==> src/verilog/aes_pkg.sv <==
// constants, field layout and types of the alarm and event supervisor
package aes_pkg;
   localparam int ADDR_W = 8;
   localparam int DATA_W = 16;
   localparam int MEAS_W = 16;
   localparam int NUM_EV = 5;
   localparam int NUM_ALM = 8;
   localparam int NUM_PIN = 5;
   localparam int CNT_W = 32;

   // register offsets (byte addresses)
   localparam logic [7:0] OFS_CTRL = 8'h00;
   localparam logic [7:0] OFS_CMD = 8'h04;
   localparam logic [7:0] OFS_ALARM = 8'h08;
   localparam logic [7:0] OFS_EVT_STAT = 8'h0C;
   localparam logic [7:0] OFS_IRQ_STAT = 8'h10;
   localparam logic [7:0] OFS_IRQ_MASK = 8'h14;
   localparam logic [7:0] OFS_STATE = 8'h18;
   localparam logic [7:0] OFS_OVP_THR = 8'h20;
   localparam logic [7:0] OFS_OCP_THR = 8'h24;
   localparam logic [7:0] OFS_OPP_THR = 8'h28;
   localparam logic [7:0] OFS_EVT_ACTION = 8'h2C;
   localparam logic [7:0] OFS_EVT_THR0 = 8'h30;
   localparam logic [7:0] OFS_EVT_THR_STEP = 8'h04;

   // control register fields
   localparam int CTRL_SOUND = 0;
   localparam int CTRL_MASTER = 1;
   localparam int CTRL_PF_RESUME = 2;
   localparam int CTRL_OT_RESUME = 3;
   localparam int CTRL_W = 4;
   // command register fields (write-only pulses)
   localparam int CMD_ON = 0;
   localparam int CMD_OFF = 1;
   localparam int CMD_REINIT = 2;
   localparam int CMD_RECALL = 3;
   localparam int CMD_DISMISS = 4;
   // alarm bits
   localparam int ALM_OVP = 0;
   localparam int ALM_OCP = 1;
   localparam int ALM_OPP = 2;
   localparam int ALM_PF = 3;
   localparam int ALM_OT = 4;
   localparam int ALM_MSP = 5;
   localparam int ALM_SF = 6;
   localparam int ALM_USER = 7;
   // event indices
   localparam int EV_UV = 0;
   localparam int EV_OV = 1;
   localparam int EV_UC = 2;
   localparam int EV_OC = 3;
   localparam int EV_OP = 4;
   localparam logic [NUM_EV-1:0] EV_UNDER_MASK = 5'h05;
   localparam int EVT_WARN_POS = 8;
   // hardware alarm pins
   localparam int PIN_AC_FAULT = 0;
   localparam int PIN_OVERTEMP = 1;
   localparam int PIN_SLAVE_LOST = 2;
   localparam int PIN_SHARE_FAULT = 3;
   localparam int PIN_SHARE_WIRED = 4;
   // interrupt bits
   localparam int IRQ_ALARM = 0;
   localparam int IRQ_WARN = 1;
   localparam int IRQ_SIGNAL = 2;
   localparam int IRQ_W = 3;

   // reset values
   localparam logic [CTRL_W-1:0] CTRL_RST = 4'h1;
   localparam logic [MEAS_W-1:0] THR_RST = 16'hFFFF;
   localparam logic [IRQ_W-1:0] IRQ_MASK_RST = 3'h0;

   // timing
   localparam longint CLK_HZ = 100000000;
   localparam longint PF_ACK_MS = 1000;
   localparam longint PF_RESTART_MS = 5000;
   localparam logic [CNT_W-1:0] PF_ACK_CYC = CNT_W'(CLK_HZ / 1000 * PF_ACK_MS);
   localparam logic [CNT_W-1:0] PF_RESTART_CYC = CNT_W'(CLK_HZ / 1000 * PF_RESTART_MS);

   typedef enum logic [1:0]
   {
      ACT_NONE = 2'h0,
      ACT_SIGNAL = 2'h1,
      ACT_WARNING = 2'h2,
      ACT_ALARM = 2'h3
   } aes_action_t;

   typedef enum logic [1:0]
   {
      DC_OFF = 2'h0,
      DC_ON = 2'h1,
      DC_HOLD = 2'h2
   } aes_dc_state_t;
endpackage : aes_pkg

==> src/verilog/aes_evt_if.sv <==
// link between the supervisor and one user event comparator
`timescale 1ns/1ps
interface aes_evt_if;
   logic [aes_pkg::MEAS_W-1:0] value;
   logic [aes_pkg::MEAS_W-1:0] threshold;
   logic under;
   aes_pkg::aes_action_t action;
   logic armed;
   logic hit;
   logic rise;
   modport unit (input value, input threshold, input under, input action, input armed,
      output hit, output rise);
   modport host (output value, output threshold, output under, output action, output armed,
      input hit, input rise);
endinterface : aes_evt_if

==> src/verilog/aes_event_unit.sv <==
// one user event: threshold compare, gating and rising edge
`timescale 1ns/1ps
module aes_event_unit
(
   // clock and reset
   input wire logic clk_sys_in,
   input wire logic arst_n_in,
   input wire logic ce_in,
   // event link
   aes_evt_if.unit ev
);
   logic cond;
   logic hit_reg;
   logic hit_next;

   always_comb
   begin
      if (ev.under)
      begin
         cond = ev.value < ev.threshold;
      end
      else
      begin
         cond = ev.value > ev.threshold;
      end
      hit_next = cond && ev.armed && (ev.action != aes_pkg::ACT_NONE);
   end

   always_ff @(posedge clk_sys_in or negedge arst_n_in)
   begin
      if (!arst_n_in)
      begin
         hit_reg <= 1'b0;
      end
      else if (ce_in)
      begin
         hit_reg <= hit_next;
      end
   end

   assign ev.hit = hit_reg;
   assign ev.rise = hit_next && !hit_reg;
endmodule : aes_event_unit

==> src/verilog/aes_supervisor.sv <==
// alarm and user event supervisor with register port and dc input control
//
// The implementer's own choices: strobed register access and the address map.
`timescale 1ns/1ps

// Notes on behaviour
// action none: event fully ignored
// signal: status text only
// warning: text, popup, held until acknowledged
// alarm: text, popup, sound, dc off
// alarms readable; most on analog output
// device alarm: dc off, popup, sound
// alarms latched until explicit acknowledge
// dismissed popup recallable while alarm pending
// voltage at threshold raises alarm, dc off
// power at threshold raises alarm, dc off
// current at threshold raises alarm, dc off
// supply fault alarm; resume setting selectable
// supply alarm ack one second after clear
// five second wait before dc on
// overtemperature alarm; resume setting selectable
// master: slave loss alarm, cleared by reinit
// share fault or stray wiring alarm
// events only while dc on; default none
// five independent threshold detection events
module aes_supervisor
#(
   parameter logic [aes_pkg::CNT_W-1:0] PF_ACK_CYC = aes_pkg::PF_ACK_CYC,
   parameter logic [aes_pkg::CNT_W-1:0] PF_RESTART_CYC = aes_pkg::PF_RESTART_CYC
)
(
   // clock, reset, enable
   input wire logic clk_sys_in,
   input wire logic arst_n_in,
   input wire logic ce_in,
   // register port
   input wire logic [aes_pkg::ADDR_W-1:0] addr_in,
   input wire logic [aes_pkg::DATA_W-1:0] wr_data_in,
   input wire logic wr_en_in,
   input wire logic rd_en_in,
   output logic [aes_pkg::DATA_W-1:0] rd_data_out,
   // measurement path
   input wire logic [aes_pkg::MEAS_W-1:0] meas_voltage_in,
   input wire logic [aes_pkg::MEAS_W-1:0] meas_current_in,
   input wire logic [aes_pkg::MEAS_W-1:0] meas_power_in,
   // hardware alarm pins
   input wire logic ac_fault_in,
   input wire logic overtemp_in,
   input wire logic slave_lost_in,
   input wire logic share_fault_in,
   input wire logic share_wired_in,
   // power stage and indications
   output logic dc_enable_out,
   output logic popup_alarm_out,
   output logic popup_warning_out,
   output logic buzzer_out,
   output logic analog_alarm_out,
   output logic [aes_pkg::NUM_EV-1:0] status_text_out,
   output logic irq_out
);
   // register file
   logic [aes_pkg::CTRL_W-1:0] ctrl_reg;
   logic [aes_pkg::MEAS_W-1:0] ovp_thr_reg;
   logic [aes_pkg::MEAS_W-1:0] ocp_thr_reg;
   logic [aes_pkg::MEAS_W-1:0] opp_thr_reg;
   logic [aes_pkg::MEAS_W-1:0] ev_thr_reg [aes_pkg::NUM_EV];
   aes_pkg::aes_action_t ev_act_reg [aes_pkg::NUM_EV];
   logic [aes_pkg::IRQ_W-1:0] irq_stat_reg;
   logic [aes_pkg::IRQ_W-1:0] irq_mask_reg;
   logic [aes_pkg::NUM_ALM-1:0] alarm_reg;
   logic [aes_pkg::NUM_EV-1:0] warn_reg;
   logic popup_reg;
   aes_pkg::aes_dc_state_t dc_state_reg;
   logic [aes_pkg::CNT_W-1:0] ack_cnt_reg;
   logic [aes_pkg::CNT_W-1:0] restart_cnt_reg;
   logic pf_resume_reg;
   logic ot_resume_reg;

   // pin synchronisers
   logic [aes_pkg::NUM_PIN-1:0] pins;
   logic [aes_pkg::NUM_PIN-1:0] pin_s1_reg;
   logic [aes_pkg::NUM_PIN-1:0] pin_s2_reg;
   logic [aes_pkg::NUM_PIN-1:0] pin_s3_reg;
   logic [aes_pkg::NUM_PIN-1:0] pin_reg;

   // combinational terms
   logic wr_ctrl;
   logic wr_cmd;
   logic wr_alarm;
   logic wr_evt;
   logic wr_irq_stat;
   logic [aes_pkg::NUM_ALM-1:0] alarm_cond;
   logic [aes_pkg::NUM_ALM-1:0] alarm_ack;
   logic [aes_pkg::NUM_ALM-1:0] alarm_next;
   logic [aes_pkg::NUM_EV-1:0] ev_hit;
   logic [aes_pkg::NUM_EV-1:0] ev_rise;
   logic [aes_pkg::NUM_EV-1:0] sig_live;
   logic [aes_pkg::NUM_EV-1:0] warn_next;
   logic [aes_pkg::NUM_EV-1:0] warn_rise;
   logic [aes_pkg::NUM_EV-1:0] sig_rise;
   logic user_alarm;
   logic alarm_rise;
   logic pf_ack_ok;
   logic on_allowed;
   logic dc_on;
   logic [aes_pkg::IRQ_W-1:0] irq_next;
   logic [aes_pkg::DATA_W-1:0] rd_next;
   logic master;

   assign master = ctrl_reg[aes_pkg::CTRL_MASTER];
   assign dc_on = (dc_state_reg == aes_pkg::DC_ON);
   assign wr_ctrl = wr_en_in && (addr_in == aes_pkg::OFS_CTRL);
   assign wr_cmd = wr_en_in && (addr_in == aes_pkg::OFS_CMD);
   assign wr_alarm = wr_en_in && (addr_in == aes_pkg::OFS_ALARM);
   assign wr_evt = wr_en_in && (addr_in == aes_pkg::OFS_EVT_STAT);
   assign wr_irq_stat = wr_en_in && (addr_in == aes_pkg::OFS_IRQ_STAT);

   assign pins = {share_wired_in, share_fault_in, slave_lost_in, overtemp_in, ac_fault_in};

   // three stages; a change is taken once stages two and three agree
   always_ff @(posedge clk_sys_in or negedge arst_n_in)
   begin
      if (!arst_n_in)
      begin
         pin_s1_reg <= '0;
         pin_s2_reg <= '0;
         pin_s3_reg <= '0;
         pin_reg <= '0;
      end
      else if (ce_in)
      begin
         pin_s1_reg <= pins;
         pin_s2_reg <= pin_s1_reg;
         pin_s3_reg <= pin_s2_reg;
         pin_reg <= (pin_s2_reg & pin_s3_reg) | (pin_reg & (pin_s2_reg | pin_s3_reg));
      end
   end

   // user event comparators
   generate
      for (genvar i = 0; i < aes_pkg::NUM_EV; i++)
      begin : g_ev
         aes_evt_if ev_link ();
         assign ev_link.value = (i == aes_pkg::EV_UV || i == aes_pkg::EV_OV) ? meas_voltage_in :
            (i == aes_pkg::EV_OP) ? meas_power_in : meas_current_in;
         assign ev_link.threshold = ev_thr_reg[i];
         assign ev_link.under = aes_pkg::EV_UNDER_MASK[i];
         assign ev_link.action = ev_act_reg[i];
         assign ev_link.armed = dc_on;
         assign ev_hit[i] = ev_link.hit;
         assign ev_rise[i] = ev_link.rise;
         aes_event_unit u_event
         (
            .clk_sys_in(clk_sys_in),
            .arst_n_in(arst_n_in),
            .ce_in(ce_in),
            .ev(ev_link.unit)
         );
      end
   endgenerate

   always_comb
   begin
      user_alarm = 1'b0;
      for (int i = 0; i < aes_pkg::NUM_EV; i++)
      begin
         sig_live[i] = ev_hit[i] && (ev_act_reg[i] != aes_pkg::ACT_NONE);
         sig_rise[i] = ev_rise[i] && (ev_act_reg[i] == aes_pkg::ACT_SIGNAL);
         warn_rise[i] = ev_rise[i] && (ev_act_reg[i] == aes_pkg::ACT_WARNING);
         if (ev_hit[i] && ev_act_reg[i] == aes_pkg::ACT_ALARM)
         begin
            user_alarm = 1'b1;
         end
      end
   end

   // alarm causes
   always_comb
   begin
      alarm_cond = '0;
      alarm_cond[aes_pkg::ALM_OVP] = meas_voltage_in >= ovp_thr_reg;
      alarm_cond[aes_pkg::ALM_OCP] = meas_current_in >= ocp_thr_reg;
      alarm_cond[aes_pkg::ALM_OPP] = meas_power_in >= opp_thr_reg;
      alarm_cond[aes_pkg::ALM_PF] = pin_reg[aes_pkg::PIN_AC_FAULT];
      alarm_cond[aes_pkg::ALM_OT] = pin_reg[aes_pkg::PIN_OVERTEMP];
      alarm_cond[aes_pkg::ALM_MSP] = master && pin_reg[aes_pkg::PIN_SLAVE_LOST];
      alarm_cond[aes_pkg::ALM_SF] = pin_reg[aes_pkg::PIN_SHARE_FAULT] ||
         (pin_reg[aes_pkg::PIN_SHARE_WIRED] && !master);
      alarm_cond[aes_pkg::ALM_USER] = user_alarm;
   end

   assign pf_ack_ok = (ack_cnt_reg >= PF_ACK_CYC);

   // acknowledge; set wins over clear
   always_comb
   begin
      alarm_ack = wr_alarm ? wr_data_in[aes_pkg::NUM_ALM-1:0] : '0;
      alarm_ack[aes_pkg::ALM_PF] = alarm_ack[aes_pkg::ALM_PF] && pf_ack_ok;
      alarm_ack[aes_pkg::ALM_MSP] = wr_cmd && wr_data_in[aes_pkg::CMD_REINIT];
      alarm_next = (alarm_reg & ~alarm_ack) | alarm_cond;
      alarm_rise = |(alarm_cond & ~alarm_reg);
      warn_next = (warn_reg & ~(wr_evt ? wr_data_in[aes_pkg::EVT_WARN_POS +:
         aes_pkg::NUM_EV] : '0)) | warn_rise;
   end

   always_ff @(posedge clk_sys_in or negedge arst_n_in)
   begin
      if (!arst_n_in)
      begin
         alarm_reg <= '0;
         warn_reg <= '0;
      end
      else if (ce_in)
      begin
         alarm_reg <= alarm_next;
         warn_reg <= warn_next;
      end
   end

   // supply fault timers: ack delay and restart lock
   always_ff @(posedge clk_sys_in or negedge arst_n_in)
   begin
      if (!arst_n_in)
      begin
         ack_cnt_reg <= '0;
         restart_cnt_reg <= '0;
      end
      else if (ce_in)
      begin
         if (alarm_cond[aes_pkg::ALM_PF])
         begin
            ack_cnt_reg <= '0;
            restart_cnt_reg <= PF_RESTART_CYC;
         end
         else
         begin
            if (!pf_ack_ok)
            begin
               ack_cnt_reg <= ack_cnt_reg + 1'b1;
            end
            if (restart_cnt_reg != '0)
            begin
               restart_cnt_reg <= restart_cnt_reg - 1'b1;
            end
         end
      end
   end

   assign on_allowed = (alarm_reg == '0) && (alarm_cond == '0) && (restart_cnt_reg == '0);

   // dc input state
   always_ff @(posedge clk_sys_in or negedge arst_n_in)
   begin
      if (!arst_n_in)
      begin
         dc_state_reg <= aes_pkg::DC_OFF;
         pf_resume_reg <= 1'b0;
         ot_resume_reg <= 1'b0;
      end
      else if (ce_in)
      begin
         if (alarm_cond[aes_pkg::ALM_PF] && dc_on)
         begin
            pf_resume_reg <= ctrl_reg[aes_pkg::CTRL_PF_RESUME];
         end
         if (alarm_cond[aes_pkg::ALM_OT] && dc_on)
         begin
            ot_resume_reg <= ctrl_reg[aes_pkg::CTRL_OT_RESUME];
         end
         case (dc_state_reg)
            aes_pkg::DC_OFF:
            begin
               if (wr_cmd && wr_data_in[aes_pkg::CMD_ON] && on_allowed)
               begin
                  dc_state_reg <= aes_pkg::DC_ON;
               end
               else if (pf_resume_reg || ot_resume_reg)
               begin
                  dc_state_reg <= aes_pkg::DC_HOLD;
               end
            end
            aes_pkg::DC_ON:
            begin
               if (alarm_cond != '0)
               begin
                  dc_state_reg <= aes_pkg::DC_OFF;
               end
               else if (wr_cmd && wr_data_in[aes_pkg::CMD_OFF])
               begin
                  dc_state_reg <= aes_pkg::DC_OFF;
               end
            end
            aes_pkg::DC_HOLD:
            begin
               if (wr_cmd && wr_data_in[aes_pkg::CMD_OFF])
               begin
                  dc_state_reg <= aes_pkg::DC_OFF;
                  pf_resume_reg <= 1'b0;
                  ot_resume_reg <= 1'b0;
               end
               else if (alarm_cond == '0 && restart_cnt_reg == '0)
               begin
                  dc_state_reg <= aes_pkg::DC_ON;
                  pf_resume_reg <= 1'b0;
                  ot_resume_reg <= 1'b0;
               end
            end
            default:
            begin
               dc_state_reg <= aes_pkg::DC_OFF;
            end
         endcase
      end
   end

   // popup: raised on new alarm or warning, dismiss and recall by command
   always_ff @(posedge clk_sys_in or negedge arst_n_in)
   begin
      if (!arst_n_in)
      begin
         popup_reg <= 1'b0;
      end
      else if (ce_in)
      begin
         if (alarm_rise || (|warn_rise))
         begin
            popup_reg <= 1'b1;
         end
         else if (alarm_next == '0 && warn_next == '0)
         begin
            popup_reg <= 1'b0;
         end
         else if (wr_cmd && wr_data_in[aes_pkg::CMD_RECALL])
         begin
            popup_reg <= 1'b1;
         end
         else if (wr_cmd && wr_data_in[aes_pkg::CMD_DISMISS])
         begin
            popup_reg <= 1'b0;
         end
      end
   end

   // configuration registers
   always_ff @(posedge clk_sys_in or negedge arst_n_in)
   begin
      if (!arst_n_in)
      begin
         ctrl_reg <= aes_pkg::CTRL_RST;
         ovp_thr_reg <= aes_pkg::THR_RST;
         ocp_thr_reg <= aes_pkg::THR_RST;
         opp_thr_reg <= aes_pkg::THR_RST;
         irq_mask_reg <= aes_pkg::IRQ_MASK_RST;
         for (int i = 0; i < aes_pkg::NUM_EV; i++)
         begin
            ev_thr_reg[i] <= aes_pkg::THR_RST;
            ev_act_reg[i] <= aes_pkg::ACT_NONE;
         end
      end
      else if (ce_in && wr_en_in)
      begin
         if (wr_ctrl)
         begin
            ctrl_reg <= wr_data_in[aes_pkg::CTRL_W-1:0];
         end
         if (addr_in == aes_pkg::OFS_OVP_THR)
         begin
            ovp_thr_reg <= wr_data_in;
         end
         if (addr_in == aes_pkg::OFS_OCP_THR)
         begin
            ocp_thr_reg <= wr_data_in;
         end
         if (addr_in == aes_pkg::OFS_OPP_THR)
         begin
            opp_thr_reg <= wr_data_in;
         end
         if (addr_in == aes_pkg::OFS_IRQ_MASK)
         begin
            irq_mask_reg <= wr_data_in[aes_pkg::IRQ_W-1:0];
         end
         for (int i = 0; i < aes_pkg::NUM_EV; i++)
         begin
            if (addr_in == aes_pkg::OFS_EVT_ACTION)
            begin
               ev_act_reg[i] <= aes_pkg::aes_action_t'(wr_data_in[2*i +: 2]);
            end
            if (addr_in == aes_pkg::OFS_EVT_THR0 + 8'(i) * aes_pkg::OFS_EVT_THR_STEP)
            begin
               ev_thr_reg[i] <= wr_data_in;
            end
         end
      end
   end

   // interrupt status, write one to clear, set wins
   always_comb
   begin
      irq_next = irq_stat_reg & ~(wr_irq_stat ? wr_data_in[aes_pkg::IRQ_W-1:0] : '0);
      irq_next[aes_pkg::IRQ_ALARM] = irq_next[aes_pkg::IRQ_ALARM] | alarm_rise;
      irq_next[aes_pkg::IRQ_WARN] = irq_next[aes_pkg::IRQ_WARN] | (|warn_rise);
      irq_next[aes_pkg::IRQ_SIGNAL] = irq_next[aes_pkg::IRQ_SIGNAL] | (|sig_rise);
   end

   // read mux
   always_comb
   begin
      rd_next = '0;
      case (addr_in)
         aes_pkg::OFS_CTRL: rd_next[aes_pkg::CTRL_W-1:0] = ctrl_reg;
         aes_pkg::OFS_ALARM: rd_next[aes_pkg::NUM_ALM-1:0] = alarm_reg;
         aes_pkg::OFS_EVT_STAT:
         begin
            rd_next[aes_pkg::NUM_EV-1:0] = sig_live;
            rd_next[aes_pkg::EVT_WARN_POS +: aes_pkg::NUM_EV] = warn_reg;
         end
         aes_pkg::OFS_IRQ_STAT: rd_next[aes_pkg::IRQ_W-1:0] = irq_stat_reg;
         aes_pkg::OFS_IRQ_MASK: rd_next[aes_pkg::IRQ_W-1:0] = irq_mask_reg;
         aes_pkg::OFS_STATE:
         begin
            rd_next[1:0] = dc_state_reg;
            rd_next[2] = popup_reg;
            rd_next[3] = pf_ack_ok;
            rd_next[4] = (restart_cnt_reg != '0);
         end
         aes_pkg::OFS_OVP_THR: rd_next = ovp_thr_reg;
         aes_pkg::OFS_OCP_THR: rd_next = ocp_thr_reg;
         aes_pkg::OFS_OPP_THR: rd_next = opp_thr_reg;
         aes_pkg::OFS_EVT_ACTION:
         begin
            for (int i = 0; i < aes_pkg::NUM_EV; i++)
            begin
               rd_next[2*i +: 2] = ev_act_reg[i];
            end
         end
         default:
         begin
            for (int i = 0; i < aes_pkg::NUM_EV; i++)
            begin
               if (addr_in == aes_pkg::OFS_EVT_THR0 + 8'(i) * aes_pkg::OFS_EVT_THR_STEP)
               begin
                  rd_next = ev_thr_reg[i];
               end
            end
         end
      endcase
   end

   // registered outputs
   always_ff @(posedge clk_sys_in or negedge arst_n_in)
   begin
      if (!arst_n_in)
      begin
         irq_stat_reg <= '0;
         rd_data_out <= '0;
         dc_enable_out <= 1'b0;
         popup_alarm_out <= 1'b0;
         popup_warning_out <= 1'b0;
         buzzer_out <= 1'b0;
         analog_alarm_out <= 1'b0;
         status_text_out <= '0;
         irq_out <= 1'b0;
      end
      else if (ce_in)
      begin
         irq_stat_reg <= irq_next;
         rd_data_out <= rd_en_in ? rd_next : '0;
         dc_enable_out <= dc_on && (alarm_cond == '0);
         popup_alarm_out <= popup_reg && (alarm_reg != '0);
         popup_warning_out <= popup_reg && (alarm_reg == '0) && (warn_reg != '0);
         buzzer_out <= ctrl_reg[aes_pkg::CTRL_SOUND] && popup_reg && (alarm_reg != '0);
         analog_alarm_out <= |alarm_reg[aes_pkg::ALM_OT:aes_pkg::ALM_OVP];
         status_text_out <= sig_live;
         irq_out <= |(irq_stat_reg & irq_mask_reg);
      end
   end
endmodule : aes_supervisor

==> config.mk <==
export PLATFORM = sky130hd
export DESIGN_NAME = aes_supervisor
export DESIGN_NICKNAME = d
export VERILOG_FILES = /design/src/verilog/aes_pkg.sv /design/src/verilog/aes_evt_if.sv /design/src/verilog/aes_event_unit.sv /design/src/verilog/aes_supervisor.sv
export SDC_FILE = /design/constraint.sdc
export NUM_CORES = 1
export LEC_CHECK = 0
export ABC_AREA = 1
export BUFFER_PORTS_ARGS = -buffer_cell sky130_fd_sc_hd__buf_2
export CAP_MARGIN = 0
export CORE_ASPECT_RATIO = 1.2
export CORE_MARGIN = 2
export CORE_UTILIZATION = 65
export CTS_CLUSTER_DIAMETER = 50
export DETAILED_ROUTE_END_ITERATION = 8
export PLACE_DENSITY = 0.9
export REMOVE_ABC_BUFFERS = 1
export SYNTH_ARGS = -nofsm -noshare
export SYNTH_HDL_FRONTEND = slang
export SYNTH_SLANG_ARGS = --single-unit
export TNS_END_PERCENT = 20
==> constraint.sdc <==
create_clock -name clk_sys_in -period 3.4 [get_ports clk_sys_in]
set_input_delay 0.34 -clock clk_sys_in [delete_from_list [all_inputs] [get_ports clk_sys_in]]
set_output_delay 0.34 -clock clk_sys_in [all_outputs]
set_load 0.02 [all_outputs]
==> impl_metrics.toml <==
[run_status]
status = "finished clean"

[cts]
postCtsResizedCells = 0
cts_tree = "yes"
cts-buffers-inserted = 36
clkLatencyLatePin_ps = 520
ctsLongestPathBuffers = 3
cts-htree-levels = 2
cts_sinks = 282
root_buffer = "sky130_fd_sc_hd__clkbuf_16"
path_clk_slew_ps = 60

[critical_path]
timing.reg2reg.worst_path_depth = 13
criticalPathCategory = "reg -> reg"
critical_path_peak_fanout = 31
worstPathBufferInverterCount = 3
critical_path_depth = 13
timing.critical_path.required_ps = 3780
slowest_stage = "sky130_fd_sc_hd__nand2_2"
critical_path.cell_chain = "inv_1, ha_1, nand2_1, nor2_1, inv_1, nor3_1, nand2_1, nor2_2, nand2_1, nand2_2, inv_2, o21ai_0, o21ai_1"
worst_setup_path_start_kind = "register"
critPathCaptureType = "register"
crit_family = "simple AND/OR/NAND/NOR gates"
r2r-start = "restart_cnt_reg[0]"
cpMostUsedCell = "sky130_fd_sc_hd__nand2_1"
worstReg2RegEnd = "restart_cnt_reg[13]"
worst_ep_arrival_time_ps = 3280
cpPeakStageDelay_ps = 380
setup.reg_to_reg.worst_slack_ps = 510

[placement]
hpwl_um = 41200
gpl.final_weighted_congestion = 1.09
io_buffers = 108

[synth]
synth_async_sr_flop_share_pct = 100
seq_area_frac_synth_pct = 41.7
syn_avg_cell_area_um2 = 7.65
yosysWarningCount = 0
netlist.top_cell.by_area = "sky130_fd_sc_hd__dfrtp_1"
post-synth-top-area-fraction_pct = 22.1
post_synth_instance_area_mm2 = 0.0173
netlist_top_cells_count = "607 x sky130_fd_sc_hd__nand2_1, 303 x sky130_fd_sc_hd__inv_1, 222 x sky130_fd_sc_hd__o21ai_0"
yosys.cell_count.top_type = "sky130_fd_sc_hd__nand2_1"
synth_cell_type_count = 54
synth-seq-cells = 282
post_synth_inst_count = 2265
yosys-top-cells-area = "sky130_fd_sc_hd__dfrtp_1 22%, sky130_fd_sc_hd__dfstp_2 20%, sky130_fd_sc_hd__nand2_1 13%"
synth_edf_count = 0
yosys_most_used_dff = "sky130_fd_sc_hd__dfrtp_1"

[pwr]
share_seq_of_total_power_pct = 41.7
post-layout-total-power_w = 0.00927
pwr_density_cell_mw_per_mm2 = 478
vdd_ir_drop_max_mv = 0.420
share_of_total_power_in_the_clock_network_pct = 41.6
p_int_w = 0.00643
p_leak_nw = 8.58
switching_power_w = 0.00284
swShare_pct = 30.7
comb_power_share_pct = 16.8

[hold_path]
hold_start = "slave_lost_in"
hold-path-cell-count = 3
hold_crit_endpoint = "pin_s1_reg[2]"
worst_hold_path_type = "in -> reg"

[sta]
worst-slew-pin-transition_ps = 988
timing.final.crit_share_pct = 85.1
rsz0062_at_grt = "false"
max_clk_rate_mhz = 345
final-hold-violation-count = 0
timing.setup.tns_ps = 0
finalCriticalPeriod_ps = 2890
final_max_tran_viols = 0
report.final.setup_viol = 0
worst_slew_margin_rel_pct = 34.0
worst_clock_skew_ps = 15.2

[global_routing]
grt_busiest_layer = "met2"
grt_first_pass_wirelength_um = 87800
grt_start_max_net_pins = 99
use_met1_pct = 45.1
groute.layer.met2.usage_pct = 67.0
globalRouteMet3Util_pct = 8.10
first_global_vias = 16900
grt_usage_pct = 40.0
overflow_left_after_global_routing = 0
antenna_found_initial = 1

[floorplan]
die_width_um = 153
core_area_mm2 = 0.0263
floorplan.die_area_mm2 = 0.0280
floorplan.initialDensity_pct = 66.0
rows = 65
dieHeight_um = 183
io_pins = 109

[route]
initialDrtViolationCount = 1783
dr_total_vias = 16900
antenna_violating_nets_post_route = 0
drt_wl_total_um = 56300
drt-wirelength-per-cell_um = 20.6
post_drt_via_cell_ratio = 6.22
number_of_iterations_in_the_first_detailed_routing_pass = 6
drc = 0

[finish]
syn2layout_area_growth_pct = 11.8
final_nets = 2576
flip_flop_count_of_the_largest_register_after_layout = 80
share_of_final_layout_standard_cells_stronger_than_drive_strength_1_pct = 15.0

[run]
cap_violations = 0
worst max-delay path by stage:
| stage | to | slack (ps) | start |
|---|---|---|---|
| after global routing | restart_cnt_reg[18] | 320 | restart_cnt_reg[0] |
| after detailed placement | restart_cnt_reg[13] | 590 | restart_cnt_reg[0] |
| after floorplan | ovp_thr_reg[0] | 840 | addr_in[6] |
| after global placement | g_ev[0].ev_link.threshold[15] | 730 | addr_in[6] |
| after CTS | restart_cnt_reg[13] | 590 | restart_cnt_reg[0] |
| final | restart_cnt_reg[13] | 510 | restart_cnt_reg[0] |
per-layer routing:
layer / vias up / wire length (um)
li1: 7692 / -
met1: 7884 / 19500
met2: 1026 / 26600
met3: 346 / 5170
met4: 0 / 4990
met5: - / 0
metrics by stage:
step,worst slack [ps],instance area [um^2],hold slack (ps),instances,util (%)
3_3_place_gp,735,18200,321,2661,69.2
4_1_cts,589,19400,18.0,2725,73.8
3_5_place_dp,593,18200,326,2661,69.2
2_1_floorplan,843,17000,44.4,2195,-
5_1_grt,320,19400,34.0,2725,73.8
6_report,506,19400,24.3,2726,73.8
power by group through the flow:
stage                     clock network, W  logic [W]  registers (W)
after CTS                          0.00387    0.00152        0.00385
after global routing               0.00400    0.00174        0.00389
after global placement                   0    0.00143        0.00388
final                              0.00385    0.00156        0.00386
after floorplan                          0   0.000948        0.00386
after detailed placement                 0    0.00150        0.00390
worst register-to-register path, stage by stage (launching register included):
cell and delay, ps:
sky130_fd_sc_hd__dfrtp_1 360, sky130_fd_sc_hd__inv_1 160, sky130_fd_sc_hd__ha_1 290, sky130_fd_sc_hd__nand2_1 160, sky130_fd_sc_hd__nor2_1 180, sky130_fd_sc_hd__inv_1 70
sky130_fd_sc_hd__nor3_1 140, sky130_fd_sc_hd__nand2_1 80, sky130_fd_sc_hd__nor2_2 220, sky130_fd_sc_hd__nand2_1 100, sky130_fd_sc_hd__nand2_2 380, sky130_fd_sc_hd__inv_2 340
sky130_fd_sc_hd__o21ai_0 200, sky130_fd_sc_hd__o21ai_1 90
cell usage in the layout (no fill, tap or decap), types with 6 or more instances in the layout:
cell	Yosys	final
sky130_fd_sc_hd__o2111ai_1	18	18
sky130_fd_sc_hd__nor2_1	150	150
sky130_fd_sc_hd__o211ai_1	12	12
sky130_fd_sc_hd__xor2_1	25	25
sky130_fd_sc_hd__o31ai_1	23	23
sky130_fd_sc_hd__nand3_1	96	96
sky130_fd_sc_hd__clkinv_2	0	6
sky130_fd_sc_hd__o21ai_0	222	222
sky130_fd_sc_hd__nor3_1	39	39
sky130_fd_sc_hd__ha_1	129	129
sky130_fd_sc_hd__nor4_1	17	17
sky130_fd_sc_hd__inv_1	303	303
sky130_fd_sc_hd__dfrtp_1	153	153
sky130_fd_sc_hd__buf_2	13	107
sky130_fd_sc_hd__nor2_2	7	7
sky130_fd_sc_hd__o21ai_1	25	25
sky130_fd_sc_hd__inv_2	9	10
sky130_fd_sc_hd__buf_4	2	22
sky130_fd_sc_hd__xnor2_1	7	7
sky130_fd_sc_hd__a21oi_1	96	96
sky130_fd_sc_hd__dfstp_2	129	129
sky130_fd_sc_hd__a31oi_1	7	7
sky130_fd_sc_hd__nand4_1	42	42
sky130_fd_sc_hd__o22ai_1	23	23
sky130_fd_sc_hd__clkbuf_16	0	38
sky130_fd_sc_hd__nand2_1	607	607
what timing repair did:
item | 4_1_cts | 5_1_grt
buffers inserted | 0 | 0
hold endpoints to repair | 57 | 0
hold buffers | 1 | 0
logic make-up after synthesis:
group,share of synthesized area [%]
compound gates,14.8
xor+xnor,1.62
fa+ha+maj,9.31
buf+inv,8.64
flops,41.7
simple gates,23.9
area by class of cell:
| type | count | area, um^2 |
|---|---|---|
| Clock buffer | 45 | 1030 |
| Timing Repair Buffer | 132 | 746 |
| Antenna cell | 1 | 2.50 |
| Sequential cell | 282 | 7220 |
| Multi-Input combinational cell | 1599 | 8610 |
| Fill cell | 1983 | 6890 |
| Tap cell | 335 | 419 |
| Clock inverter | 18 | 174 |
| Inverter | 314 | 1180 |
Power figures use the tool's default switching activity.
